<file path="config.mk">
export PLATFORM = sky130hd
export DESIGN_NAME = cfgdec_top
export DESIGN_NICKNAME = d
export VERILOG_FILES = /design/src/design/cfgdec_pkg.sv /design/src/design/cfgdec_route.sv /design/src/design/cfgdec_top.sv
export SDC_FILE = /design/constraint.sdc
export NUM_CORES = 1
export LEC_CHECK = 0
export BUFFER_PORTS_ARGS = -buffer_cell sky130_fd_sc_hd__clkbuf_2
export CORE_UTILIZATION = 44
export CTS_CLUSTER_SIZE = 40
export DETAILED_ROUTE_END_ITERATION = 12
export MAX_ROUTING_LAYER = met4
export PLACE_DENSITY_LB_ADDON = 0.15
export SYNTH_ARGS = -nofsm -noshare
export SYNTH_HDL_FRONTEND = slang
export SYNTH_SLANG_ARGS = --single-unit
</file>
<file path="constraint.sdc">
create_clock -name clk_sys -period 2.1 [get_ports clk_sys]
set_input_delay 0.105 -clock clk_sys [delete_from_list [all_inputs] [get_ports clk_sys]]
set_output_delay 0.105 -clock clk_sys [all_outputs]
set_load 0.05 [all_outputs]
</file>
<file path="src/design/cfgdec_pkg.sv">
// Purpose: shared constants and types of the configuration cycle decoder
// Assumes: one clock clk_sys, synchronous active-low reset rstn
// Notes: the selector and window sit at fixed processor i/o addresses
//
// Operation
// - bus zero: decode device field locally
// - bus zero, foreign device: forward to hub link
// - answer as devices 0, 1, 2, 3, 6 and 7 on bus zero
// - bus equals secondary: graphics port type 0
// - bus in (secondary, subordinate]: graphics type 1
// - bus outside graphics range: hub link type 1
// - type 0 idsel one-hot, device 0 on line 16
// - device above 15: no idsel, record master abort
// - device field onto address bits 15:11, except graphics type 0 (zero there)
// - function field onto address bits 10:8
// - ignore internal devices when function nonzero
// - register field onto address bits 7:2
// - selector layout: bus, device, function, register
// - enable set: window access becomes configuration
// - window is 32-bit read/write, follows selector
// - selector only dword; narrower accesses pass through
// - selector bit 31 enables configuration space
package cfgdec_pkg;
  // processor i/o addresses of the two registers
  localparam logic [15:0] CFGDEC_SEL_ADDR = 16'h0cf8;
  localparam logic [15:0] CFGDEC_WIN_ADDR = 16'h0cfc;
  // reset values
  localparam logic [31:0] CFGDEC_SEL_RESET = 32'h0000_0000;
  localparam logic [31:0] CFGDEC_WIN_RESET = 32'h0000_0000;
  // selector field positions
  localparam int CFGDEC_ENA_BIT = 31;
  localparam int CFGDEC_BUS_HI = 23;
  localparam int CFGDEC_BUS_LO = 16;
  localparam int CFGDEC_DEV_HI = 15;
  localparam int CFGDEC_DEV_LO = 11;
  localparam int CFGDEC_FUN_HI = 10;
  localparam int CFGDEC_FUN_LO = 8;
  localparam int CFGDEC_REG_HI = 7;
  localparam int CFGDEC_REG_LO = 2;
  // writable bits of the selector: enable plus bus/device/function/register
  localparam logic [31:0] CFGDEC_SEL_MASK = 32'h80ff_fffc;
  // full dword byte enables
  localparam logic [3:0] CFGDEC_BE_DWORD = 4'hf;
  // internal device numbers of the memory hub
  localparam logic [4:0] CFGDEC_DEV_HOSTHUB = 5'h00;
  localparam logic [4:0] CFGDEC_DEV_GFXBR = 5'h01;
  localparam logic [4:0] CFGDEC_DEV_INT2 = 5'h02;
  localparam logic [4:0] CFGDEC_DEV_INT3 = 5'h03;
  localparam logic [4:0] CFGDEC_DEV_INT6 = 5'h06;
  localparam logic [4:0] CFGDEC_DEV_INT7 = 5'h07;
  // highest device reachable by a graphics idsel line
  localparam logic [4:0] CFGDEC_DEV_IDSEL_MAX = 5'h0f;
  // configuration cycle type codes in address bits 1:0
  localparam logic [1:0] CFGDEC_TYPE0 = 2'h0;
  localparam logic [1:0] CFGDEC_TYPE1 = 2'h1;
  // read data returned for ignored or aborted cycles
  localparam logic [31:0] CFGDEC_ABORT_DATA = 32'hffff_ffff;
  // bus zero
  localparam logic [7:0] CFGDEC_BUS_ZERO = 8'h00;

  // where a processor i/o access is sent
  typedef enum logic [2:0] {
    CFGDEC_RT_PIO,
    CFGDEC_RT_SEL,
    CFGDEC_RT_INT,
    CFGDEC_RT_IGN,
    CFGDEC_RT_HL,
    CFGDEC_RT_GP
  } cfgdec_route_t;

  // transfer sequencer states
  typedef enum logic [1:0] {
    CFGDEC_ST_IDLE,
    CFGDEC_ST_BUSY,
    CFGDEC_ST_ACK
  } cfgdec_state_t;
endpackage

</file>
<file path="src/design/cfgdec_route.sv">
// Purpose: combinational routing of one processor i/o access
// Assumes: selector value already registered in the caller
// Notes: pure decode, no state; the caller registers all results
module cfgdec_route
(
  input wire logic [31:0] sel,
  input wire logic [15:0] io_addr,
  input wire logic [3:0] io_be,
  input wire logic [7:0] sec_bus,
  input wire logic [7:0] sub_bus,
  output cfgdec_pkg::cfgdec_route_t route,
  output logic [23:0] hl_addr,
  output logic [31:0] gp_addr,
  output logic gp_no_idsel
);
  import cfgdec_pkg::*;

  // internal device numbers of the hub itself
  function automatic logic is_internal(input logic [4:0] dev);
    is_internal = (dev == CFGDEC_DEV_HOSTHUB) || (dev == CFGDEC_DEV_GFXBR)
      || (dev == CFGDEC_DEV_INT2) || (dev == CFGDEC_DEV_INT3)
      || (dev == CFGDEC_DEV_INT6) || (dev == CFGDEC_DEV_INT7);
  endfunction

  // selector fields
  wire logic [7:0] bus = sel[CFGDEC_BUS_HI:CFGDEC_BUS_LO];
  wire logic [4:0] dev = sel[CFGDEC_DEV_HI:CFGDEC_DEV_LO];
  wire logic [2:0] fun = sel[CFGDEC_FUN_HI:CFGDEC_FUN_LO];
  wire logic [5:0] regn = sel[CFGDEC_REG_HI:CFGDEC_REG_LO];
  // address classes
  wire logic hit_sel = (io_addr == CFGDEC_SEL_ADDR) && (io_be == CFGDEC_BE_DWORD);
  wire logic hit_win = (io_addr == CFGDEC_WIN_ADDR) && sel[CFGDEC_ENA_BIT];
  // bus classes
  wire logic bus0 = (bus == CFGDEC_BUS_ZERO);
  wire logic gp_t0 = !bus0 && (bus == sec_bus);
  wire logic gp_t1 = !bus0 && (bus > sec_bus) && (bus <= sub_bus);
  wire logic own = bus0 && is_internal(dev);
  // idsel line, zero above device 15
  wire logic [15:0] idsel = (dev > CFGDEC_DEV_IDSEL_MAX) ? 16'h0000 : (16'h0001 << dev[3:0]);

  assign gp_no_idsel = dev > CFGDEC_DEV_IDSEL_MAX;
  // hub link: bus, device, function, register, type
  assign hl_addr = {bus, dev, fun, regn, (bus0 ? CFGDEC_TYPE0 : CFGDEC_TYPE1)};
  // graphics port: idsel form for type 0, bus/device form for type 1
  assign gp_addr = gp_t0 ? {idsel, 5'h00, fun, regn, CFGDEC_TYPE0}
                         : {8'h00, bus, dev, fun, regn, CFGDEC_TYPE1};

  // priority: selector, plain i/o, internal, graphics, hub link
  always_comb
  begin
    if (hit_sel)
      route = CFGDEC_RT_SEL;
    else if (!hit_win)
      route = CFGDEC_RT_PIO;
    else if (own)
      route = (fun == 3'h0) ? CFGDEC_RT_INT : CFGDEC_RT_IGN;
    else if (gp_t0 || gp_t1)
      route = CFGDEC_RT_GP;
    else
      route = CFGDEC_RT_HL;
  end
endmodule

</file>
<file path="src/design/cfgdec_top.sv">
// Purpose: processor i/o side of the configuration cycle decoder
// Assumes: all ports are on clk_sys; targets answer with a one-cycle ack
// Notes: one access at a time; io_req is ignored until io_ack has pulsed
module cfgdec_top
(
  input wire logic clk_sys,
  input wire logic rstn,
  // processor i/o access
  input wire logic io_req,
  input wire logic io_wr,
  input wire logic [15:0] io_addr,
  input wire logic [3:0] io_be,
  input wire logic [31:0] io_wdata,
  output logic io_ack,
  output logic [31:0] io_rdata,
  // bus numbers held by the graphics bridge function
  input wire logic [7:0] sec_bus,
  input wire logic [7:0] sub_bus,
  // shared cycle attributes towards every target
  output logic cyc_wr,
  output logic [3:0] cyc_be,
  output logic [31:0] cyc_wdata,
  // internal hub devices
  output logic int_req,
  output logic [4:0] int_dev,
  output logic [5:0] int_reg,
  input wire logic int_ack,
  input wire logic [31:0] int_rdata,
  // downstream hub link configuration cycle
  output logic hl_req,
  output logic [23:0] hl_addr,
  input wire logic hl_ack,
  input wire logic [31:0] hl_rdata,
  // graphics / secondary pci port configuration cycle
  output logic gp_req,
  output logic [31:0] gp_addr,
  input wire logic gp_ack,
  input wire logic [31:0] gp_rdata,
  output logic gp_mabort,
  // plain i/o pass-through to the primary segment
  output logic pio_req,
  output logic [15:0] pio_addr,
  input wire logic pio_ack,
  input wire logic [31:0] pio_rdata
);
  import cfgdec_pkg::*;

  // the processor is held to one access at a time, so a selector write can
  // never race a window access that still uses the old selector contents
  // hazard: a target that never acks stalls the port; there is no timeout

  // registers
  logic [31:0] sel_ff; // target selector
  logic [31:0] nxt_sel;
  cfgdec_state_t state_ff; // sequencer state
  cfgdec_state_t nxt_state;
  cfgdec_route_t route_ff; // route of the access in flight
  logic abort_ff; // graphics type 0 with no idsel in flight
  logic io_ack_ff;
  logic [31:0] io_rdata_ff;
  logic [31:0] nxt_rdata;
  logic cyc_wr_ff;
  logic [3:0] cyc_be_ff;
  logic [31:0] cyc_wdata_ff;
  logic int_req_ff;
  logic [4:0] int_dev_ff;
  logic [5:0] int_reg_ff;
  logic hl_req_ff;
  logic [23:0] hl_addr_ff;
  logic gp_req_ff;
  logic [31:0] gp_addr_ff;
  logic gp_mabort_ff;
  logic pio_req_ff;
  logic [15:0] pio_addr_ff;

  // decoder results
  cfgdec_route_t dec_route;
  logic [23:0] dec_hl_addr;
  logic [31:0] dec_gp_addr;
  logic dec_no_idsel;

  // routing decode of the current selector and access
  cfgdec_route u_route (
    .sel(sel_ff),
    .io_addr(io_addr),
    .io_be(io_be),
    .sec_bus(sec_bus),
    .sub_bus(sub_bus),
    .route(dec_route),
    .hl_addr(dec_hl_addr),
    .gp_addr(dec_gp_addr),
    .gp_no_idsel(dec_no_idsel)
  );

  // access accepted only while idle
  // a request that arrives while busy is dropped without an answer, so the
  // processor side must wait for io_ack before it asks again
  wire logic take = io_req && (state_ff == CFGDEC_ST_IDLE);
  // start strobes per target
  wire logic start_int = take && (dec_route == CFGDEC_RT_INT);
  wire logic start_hl = take && (dec_route == CFGDEC_RT_HL);
  wire logic start_gp = take && (dec_route == CFGDEC_RT_GP);
  wire logic start_pio = take && (dec_route == CFGDEC_RT_PIO);
  // selector and ignored accesses finish locally
  wire logic local_done = take && ((dec_route == CFGDEC_RT_SEL) || (dec_route == CFGDEC_RT_IGN));
  // the addressed target has answered
  // only the port that was started can end the access; a stray ack from
  // another port is ignored here
  wire logic tgt_ack = (route_ff == CFGDEC_RT_INT) ? int_ack
                     : (route_ff == CFGDEC_RT_HL) ? hl_ack
                     : (route_ff == CFGDEC_RT_GP) ? gp_ack
                     : (route_ff == CFGDEC_RT_PIO) ? pio_ack
                     : 1'b0;
  wire logic busy_done = (state_ff == CFGDEC_ST_BUSY) && tgt_ack;
  // reserved selector bits never store a one
  wire logic sel_wr = take && io_wr && (dec_route == CFGDEC_RT_SEL);
  wire logic [31:0] sel_wval = io_wdata & CFGDEC_SEL_MASK;

  // next selector value
  // reserved bits are cleared at write time, so reads need no masking
  always_comb
  begin
    nxt_sel = sel_ff;
    if (sel_wr)
      nxt_sel = sel_wval;
  end

  // read data: selector locally, target data when it answers
  // a write still loads io_rdata from the target; the processor ignores it
  always_comb
  begin
    nxt_rdata = io_rdata_ff;
    if (take && (dec_route == CFGDEC_RT_SEL))
      nxt_rdata = sel_ff;
    else if (take && (dec_route == CFGDEC_RT_IGN))
      nxt_rdata = CFGDEC_ABORT_DATA;
    else if (busy_done)
    begin
      case (route_ff)
        CFGDEC_RT_INT: nxt_rdata = int_rdata;
        CFGDEC_RT_HL: nxt_rdata = hl_rdata;
        CFGDEC_RT_GP: nxt_rdata = abort_ff ? CFGDEC_ABORT_DATA : gp_rdata;
        CFGDEC_RT_PIO: nxt_rdata = pio_rdata;
        default: nxt_rdata = io_rdata_ff;
      endcase
    end
  end

  // sequencer: idle, waiting on a target, acknowledging
  always_comb
  begin
    nxt_state = state_ff;
    case (state_ff)
      CFGDEC_ST_IDLE:
      begin
        if (local_done)
          nxt_state = CFGDEC_ST_ACK;
        else if (take)
          nxt_state = CFGDEC_ST_BUSY;
      end
      CFGDEC_ST_BUSY:
      begin
        // no timeout: a target that never answers stalls the processor
        if (tgt_ack)
          nxt_state = CFGDEC_ST_ACK;
      end
      // one cycle of acknowledge, then ready for the next access
      CFGDEC_ST_ACK: nxt_state = CFGDEC_ST_IDLE;
      default: nxt_state = CFGDEC_ST_IDLE;
    endcase
  end

  // selector, state and processor answer
  always_ff @(posedge clk_sys)
  begin
    if (!rstn)
    begin
      sel_ff <= CFGDEC_SEL_RESET;
      state_ff <= CFGDEC_ST_IDLE;
      io_ack_ff <= 1'b0;
      io_rdata_ff <= CFGDEC_WIN_RESET;
    end
    else
    begin
      sel_ff <= nxt_sel;
      state_ff <= nxt_state;
      io_ack_ff <= (nxt_state == CFGDEC_ST_ACK);
      io_rdata_ff <= nxt_rdata;
    end
  end

  // cycle attributes captured at acceptance
  // the abort flag is decided here, while the decode still sees the same
  // selector that produced the graphics address
  always_ff @(posedge clk_sys)
  begin
    if (!rstn)
    begin
      route_ff <= CFGDEC_RT_PIO;
      abort_ff <= 1'b0;
      cyc_wr_ff <= 1'b0;
      cyc_be_ff <= 4'h0;
      cyc_wdata_ff <= 32'h0000_0000;
    end
    else if (take)
    begin
      route_ff <= dec_route;
      abort_ff <= dec_no_idsel && (dec_route == CFGDEC_RT_GP) && (dec_gp_addr[1:0] == CFGDEC_TYPE0);
      cyc_wr_ff <= io_wr;
      cyc_be_ff <= io_be;
      cyc_wdata_ff <= io_wdata;
    end
  end

  // internal device request, held until its ack
  // bus and function need not travel: internal targets are bus zero, function zero
  always_ff @(posedge clk_sys)
  begin
    if (!rstn)
    begin
      int_req_ff <= 1'b0;
      int_dev_ff <= 5'h00;
      int_reg_ff <= 6'h00;
    end
    else if (start_int)
    begin
      int_req_ff <= 1'b1;
      int_dev_ff <= sel_ff[CFGDEC_DEV_HI:CFGDEC_DEV_LO];
      int_reg_ff <= sel_ff[CFGDEC_REG_HI:CFGDEC_REG_LO];
    end
    else if (int_ack)
      int_req_ff <= 1'b0;
  end

  // hub link request, held until its ack
  // the cycle type is already folded into the low address bits by the decode
  always_ff @(posedge clk_sys)
  begin
    if (!rstn)
    begin
      hl_req_ff <= 1'b0;
      hl_addr_ff <= 24'h00_0000;
    end
    else if (start_hl)
    begin
      hl_req_ff <= 1'b1;
      hl_addr_ff <= dec_hl_addr;
    end
    else if (hl_ack)
      hl_req_ff <= 1'b0;
  end

  // graphics port request, held until its ack; abort pulse on completion
  // the abort pulse lines up with io_ack so status and answer are seen together
  always_ff @(posedge clk_sys)
  begin
    if (!rstn)
    begin
      gp_req_ff <= 1'b0;
      gp_addr_ff <= 32'h0000_0000;
      gp_mabort_ff <= 1'b0;
    end
    else
    begin
      gp_mabort_ff <= busy_done && (route_ff == CFGDEC_RT_GP) && abort_ff;
      if (start_gp)
      begin
        gp_req_ff <= 1'b1;
        gp_addr_ff <= dec_gp_addr;
      end
      else if (gp_ack)
        gp_req_ff <= 1'b0;
    end
  end

  // plain i/o pass-through, held until its ack
  // byte and word selector accesses also land here, address unchanged
  always_ff @(posedge clk_sys)
  begin
    if (!rstn)
    begin
      pio_req_ff <= 1'b0;
      pio_addr_ff <= 16'h0000;
    end
    else if (start_pio)
    begin
      pio_req_ff <= 1'b1;
      pio_addr_ff <= io_addr;
    end
    else if (pio_ack)
      pio_req_ff <= 1'b0;
  end

  // outputs straight from flip-flops
  // nothing is decoded on the way out, so the ports never glitch
  assign io_ack = io_ack_ff;
  assign io_rdata = io_rdata_ff;
  assign cyc_wr = cyc_wr_ff;
  assign cyc_be = cyc_be_ff;
  assign cyc_wdata = cyc_wdata_ff;
  assign int_req = int_req_ff;
  assign int_dev = int_dev_ff;
  assign int_reg = int_reg_ff;
  assign hl_req = hl_req_ff;
  assign hl_addr = hl_addr_ff;
  assign gp_req = gp_req_ff;
  assign gp_addr = gp_addr_ff;
  assign gp_mabort = gp_mabort_ff;
  assign pio_req = pio_req_ff;
  assign pio_addr = pio_addr_ff;
endmodule

</file>
# == Yosys cells after proc, flatten, opt, wreduce, memory -nomap -nowiden ==
# Cells that the tools add are included.
# totals
regBits,187
output_inout_bits,158
# classes
n_reduce_logical,43
mux,29
eq_ne,19
magnitude_cmp,3
shifts,1
# op_table
op,n
two-way mux 32 bit,5
one-hot mux 32 bit (4 select lines),1
"== test 16 x 12 -> 1 bit, second input constant",2
logical AND 1 bit,21
two-way mux 16 bit,1
"<< shifter 1 x 4 -> 16 bit, first input constant",1
two-way mux 1 bit,15
"== test 3 bit, second input constant",4
"== test 5 x 2 -> 1 bit, second input constant",2
"== test 5 x 3 -> 1 bit, second input constant",2
"== test 3 x 2 -> 1 bit, second input constant",3
logical NOT 3 bit,3
two-way mux 3 bit,3
== test 8 bit,1
> comparator 8 bit,1
less-or-equal comparator 8 bit,1
logical NOT 8 bit,1
nonzero test 2 bit,4
logical OR 1 bit,7
two-way mux 2 bit,3
nonzero test 6 bit,1
"== test 5 x 1 -> 1 bit, second input constant",1
"> comparator 5 x 4 -> 1 bit, second input constant",1
logical NOT 5 bit,1
9 further kinds,10

# == Longest topological paths before layout ==
# depth
depth_word,16
mapped_depth,10
mapped_depth_nobuf,8

# == Cells and area by module ==
# From an unflattened synthesis, not the netlist that was laid out.
# unflattened
cells_unflattened,1142
hier_area_um2,9437.8
# modules_own_cells
mod,instances,cells_each,area_per_inst_um2,seq_area_each_um2
cfgdec_top,1,989,8438.1,3743.6
cfgdec_route,1,153,999.7,0.0

# == Worst setup path after synthesis ==
# Ideal clock, no wire load.
# synth_path
path_type,reg-to-reg
start,register sel_ff[22]
end,"register gp_addr_ff[24], in the netlist gp_addr[24]"
slack_ps,-188
arrival_time_ps,2171
t_required_ps,1983
path_stages_with_launch,8
setup_time_ps,117
synth_period_minus_slack_ps,2288
cell_sequence,dfxtp_1 -> ha_1 -> and4_1 -> nand4_1 -> and2_0 -> a222oi_1 -> o21ai_1 -> a32o_1
# synth_via
elab_chain_cells,11
elab_cells_between_ends,17
cone_classes,order compare: 2; eq/ne: 2; mux: 5; reduce/logical: 8
# synth_rtl
element,line_no,rtl
"start, declared",cfgdec_top.sv:53,logic [31:0] sel_ff;
"start signal, assigned",cfgdec_top.sv:185,sel_ff <= nxt_sel;
branches (longest 11 deep; another with > comparator 8 bit),n/a,
"end signal, assigned",cfgdec_top.sv:269,gp_addr_ff <= dec_gp_addr;
"end, declared",cfgdec_top.sv:71,logic [31:0] gp_addr_ff;
# Parallel ways; which one is timed is not known.
# A chain may end at the register's enable or synchronous reset.

# == Worst setup path after layout ==
# layout_path
start,register sel_ff[23]
end,"register gp_addr_ff[31], in the netlist gp_addr[31]"
# Same word-level chain as after synthesis.

==> results.sh <==
export IMPL_num_vias=9771
export IMPL_dr_pass1_iters=5
export IMPL_areaGrowthSynthToFinish_pct=47.81
export IMPL_synth_edf_count=0
export IMPL_seq_power_share_pct=43.8
export IMPL_worst_path_max_fanout=5
export IMPL_cpPeakStageDelay_ns=0.38
export IMPL_hold_end="gp_req"
export IMPL_cts_buffers=17
export IMPL_grt_max_degree=112
export IMPL_clock_sinks=185
export IMPL_layout_nets=1717
export IMPL_synth_seq_cells=185
export IMPL_yosysUniqueCellTypes=55
export IMPL_floorplan_die_width_um=142.5
export IMPL_avgRoutedWirePerCell_um=18.30
export IMPL_crit_family="compound AO/OA/AOI/OAI gates"
export IMPL_cp_end_kind="flip-flop"
export IMPL_yosysTopAreaCell="dfxtp_1"
export IMPL_worstSetupPathType="flip-flop to flip-flop"
export IMPL_ios=362
export IMPL_synthSimpleGateAreaFrac_pct=22.88
export IMPL_grt_ovfl_total=0
export IMPL_clock_path_buffers=2
export IMPL_grt_usage_pct=31.88
export IMPL_via_per_inst=5.505
export IMPL_worstPathArrival_ns=2.51
export IMPL_totalWireLength_mm=32.48
export IMPL_synth_xor_area_share_pct=0
export IMPL_switching_power_mw=2.556
export IMPL_reg2reg_depth=10
export IMPL_clk_latency_ns=0.43
export IMPL_drc_errors=0
export IMPL_drtAntennaViolNets=0
export IMPL_cp_start_kind="flip-flop"
export IMPL_final_hold_viol_count=0
export IMPL_dp_cells=1671
export IMPL_path_clk_slew_ns=0.08
export IMPL_synth_top_family_by_area="simple AND/OR/NAND/NOR gates"
export IMPL_final_setup_tns_ns=-2.129
export IMPL_hold_slack_ns=0.02399
export IMPL_synth_common_cells="219 x nand2_1, 185 x dfxtp_1, 99 x a21oi_1"
export IMPL_synth_main_ff_cell="dfxtp_1"
export IMPL_fp_dieH_um=142.5
export IMPL_power_mw=8.391
export IMPL_initial_core_util_pct=44.76
export IMPL_synthDominantCellAreaShare_pct=42.65
export IMPL_dr_first_iter_drc_count=659
export IMPL_hold_path_class="input port to flip-flop"
export IMPL_leakage_nw=5.889
export IMPL_p_per_area_nw_per_um2=653.8
export IMPL_antenna_cells=0
export IMPL_dieArea_um2=20300
export IMPL_routabilityCongestion=0.8630
export IMPL_p_sw_share_pct=30.46
export IMPL_synth_area_leaders="dfxtp_1 43%, nand2_1 9.5%, mux2i_1 6.5%, a21oi_1 5.7%, nor2_1 2.6%"
export IMPL_core_area_um2=19400
export IMPL_synth_area_per_cell_um2=8.223
export IMPL_cts_root_buffer="clkbuf_16"
export IMPL_layout_drive_gt1_share_pct=35.03
export IMPL_yosys_mux_area_fraction_pct=6.455
export IMPL_port_buffer_count=359
export IMPL_finalMaxSlewViolations=0
export IMPL_grt_pass1_wl_mm=48.37
export IMPL_cp_cell_sequence="ha_4 -> buf_4 -> nand2_1 -> o21ai_1 -> nand2_1 -> a222oi_1 -> buf_4 -> buf_12 -> o21ai_4 -> a32o_1"
export IMPL_ys_seq_area_share_pct=42.65
export IMPL_status="finished, violations left"
export IMPL_fin_crit_sh_pct=104.2
export IMPL_place_hpwl_mm=23.25
export IMPL_r2r_start="sel_ff[23]"
export IMPL_syn_cell_area_um2=8683
export IMPL_p_comb_share_pct=16.2
export IMPL_synthAdderAreaFrac_pct=2.305
export IMPL_fin_cells=1775
export IMPL_h_tree_depth=4
export IMPL_clkPwrFrac_pct=40.0
export IMPL_yosys_warnings=0
export IMPL_irDropWorstVdd_uv=572.3
export IMPL_max_freq_mhz=457.1
export IMPL_setup_viol_count_final=43
export IMPL_synthArstFlopShare_pct=0
export IMPL_synth_compound_area_share_pct=20.39
export IMPL_rows=51
export IMPL_min_from="gp_ack"
export IMPL_critPathRequiredTime_ns=2.42
export IMPL_p_int_mw=5.835
export IMPL_grt_pass1_vias=9138
export IMPL_drv_cap=0
export IMPL_relSlewSlack_pct=61.78
export IMPL_rsz0062_at_grt="true"
export IMPL_grt_antenna_before_repair=0
export IMPL_setup_slack_ns=-0.08765
export IMPL_reg2reg_to="gp_addr[31]"
export IMPL_cts_tree="yes"
export IMPL_worst_pin_slew_ns=0.5733
export IMPL_worst_path_max_delay_cell="dfxtp_4"
export IMPL_post_place_ws_ns=-0.2224
export IMPL_hold_depth=3
export IMPL_violations="negative setup slack"
export IMPL_syn_inst=1056
export IMPL_crit_buf_inv=3
export IMPL_fin_skew_ns=0.01500
export IMPL_yosysMostFrequentCell="nand2_1"
export IMPL_reg2reg_slack_ns=-0.09
export IMPL_period_needed_ns=2.188
[worst max-delay path by stage]
stage,from,depth (start not counted),endpoint,slack [ns]
after floorplan,sel_ff[21],8,gp_addr[16],-0.11
after detailed placement,sel_ff[17],10,gp_addr[7],-0.22
final,sel_ff[23],10,gp_addr[31],-0.09
after global placement,sel_ff[22],10,gp_addr[7],-0.21
after CTS,sel_ff[23],9,gp_addr[31],-0.09
after global routing,sel_ff[22],9,gp_addr[31],-0.22
[power by group through the flow]
stage | combinational [mW] | clock (mW) | sequential [mW]
after floorplan | 0.426 | 0 | 4.12
after CTS | 1.35 | 3.40 | 3.67
final | 1.36 | 3.36 | 3.68
after global placement | 1.25 | 0 | 3.75
after global routing | 1.45 | 3.53 | 3.69
after detailed placement | 1.26 | 0 | 3.76
[through the flow]
step	util (%)	instance area (µm²)
CTS	65.30	12670
finish	66.16	12830
floorplan	-	8790
global route	66.16	12830
global placement	58.08	11270
detailed placement	58.08	11270
[worst min-delay path, stage by stage]
cell      delay [ns]
clkbuf_2        0.12
nand2b_1        0.13
a21oi_2         0.05
[routing by layer]
layer / routed length, µm / vias to the layer above / global-route usage, %
li1: - / 4670 / -
met1: 13450 / 4612 / 39.82
met2: 15870 / 436 / 51.86
met3: 2377 / 53 / 5.451
met4: 785 / 0 / 11.15
met5: 0 / - / -
[cells in the final DEF (no fill, tap or decap), drive strengths merged, types with 6 or more instances in the layout]
cell	count
nor3	32
a31oi	21
a32o	8
mux2i	56
nand4	24
o21ai	33
o211ai	17
nand4b	6
clkinv	6
a41oi	18
dlygate4sd3	56
nand2	220
o221ai	8
nor2	61
clkbuf	376
a21oi	99
inv	26
dfxtp	185
ha	16
a211oi	7
and2	9
o211a	22
buf	94
and3	6
nand2b	7
nand3	31
nor4	7
a22oi	23
[area by class of cell]
| class | instances | area [µm²] |
|---|---|---|
| clock buffer | 17 | 425.4 |
| clock inverter | 15 | 198.9 |
| fill | 1698 | 6564 |
| inverter | 19 | 72.57 |
| multi-input combinational | 765 | 4732 |
| sequential | 185 | 3724 |
| tap | 265 | 331.6 |
| timing repair buffer | 509 | 3351 |
[cells by family (layout without fill, tap and decap cells)]
kind of cell	after synthesis	after routing
fa+ha+maj	16	16
other cells	1	2
buf+inv	108	560
simple gates	423	423
flops	185	185
mux	56	56
compound gates	267	268
[repair_timing]
item                                    4_1_cts  5_1_grt
gates resized for setup                      31       17
endpoints found under the hold margin        79        0
endpoints found under the setup margin       66       68
pin swaps                                    17        3
setup buffers                                 7        7
hold buffers                                 56        0
cloned                                        3        1
Note: power is estimated with default switching activity, not from simulation.
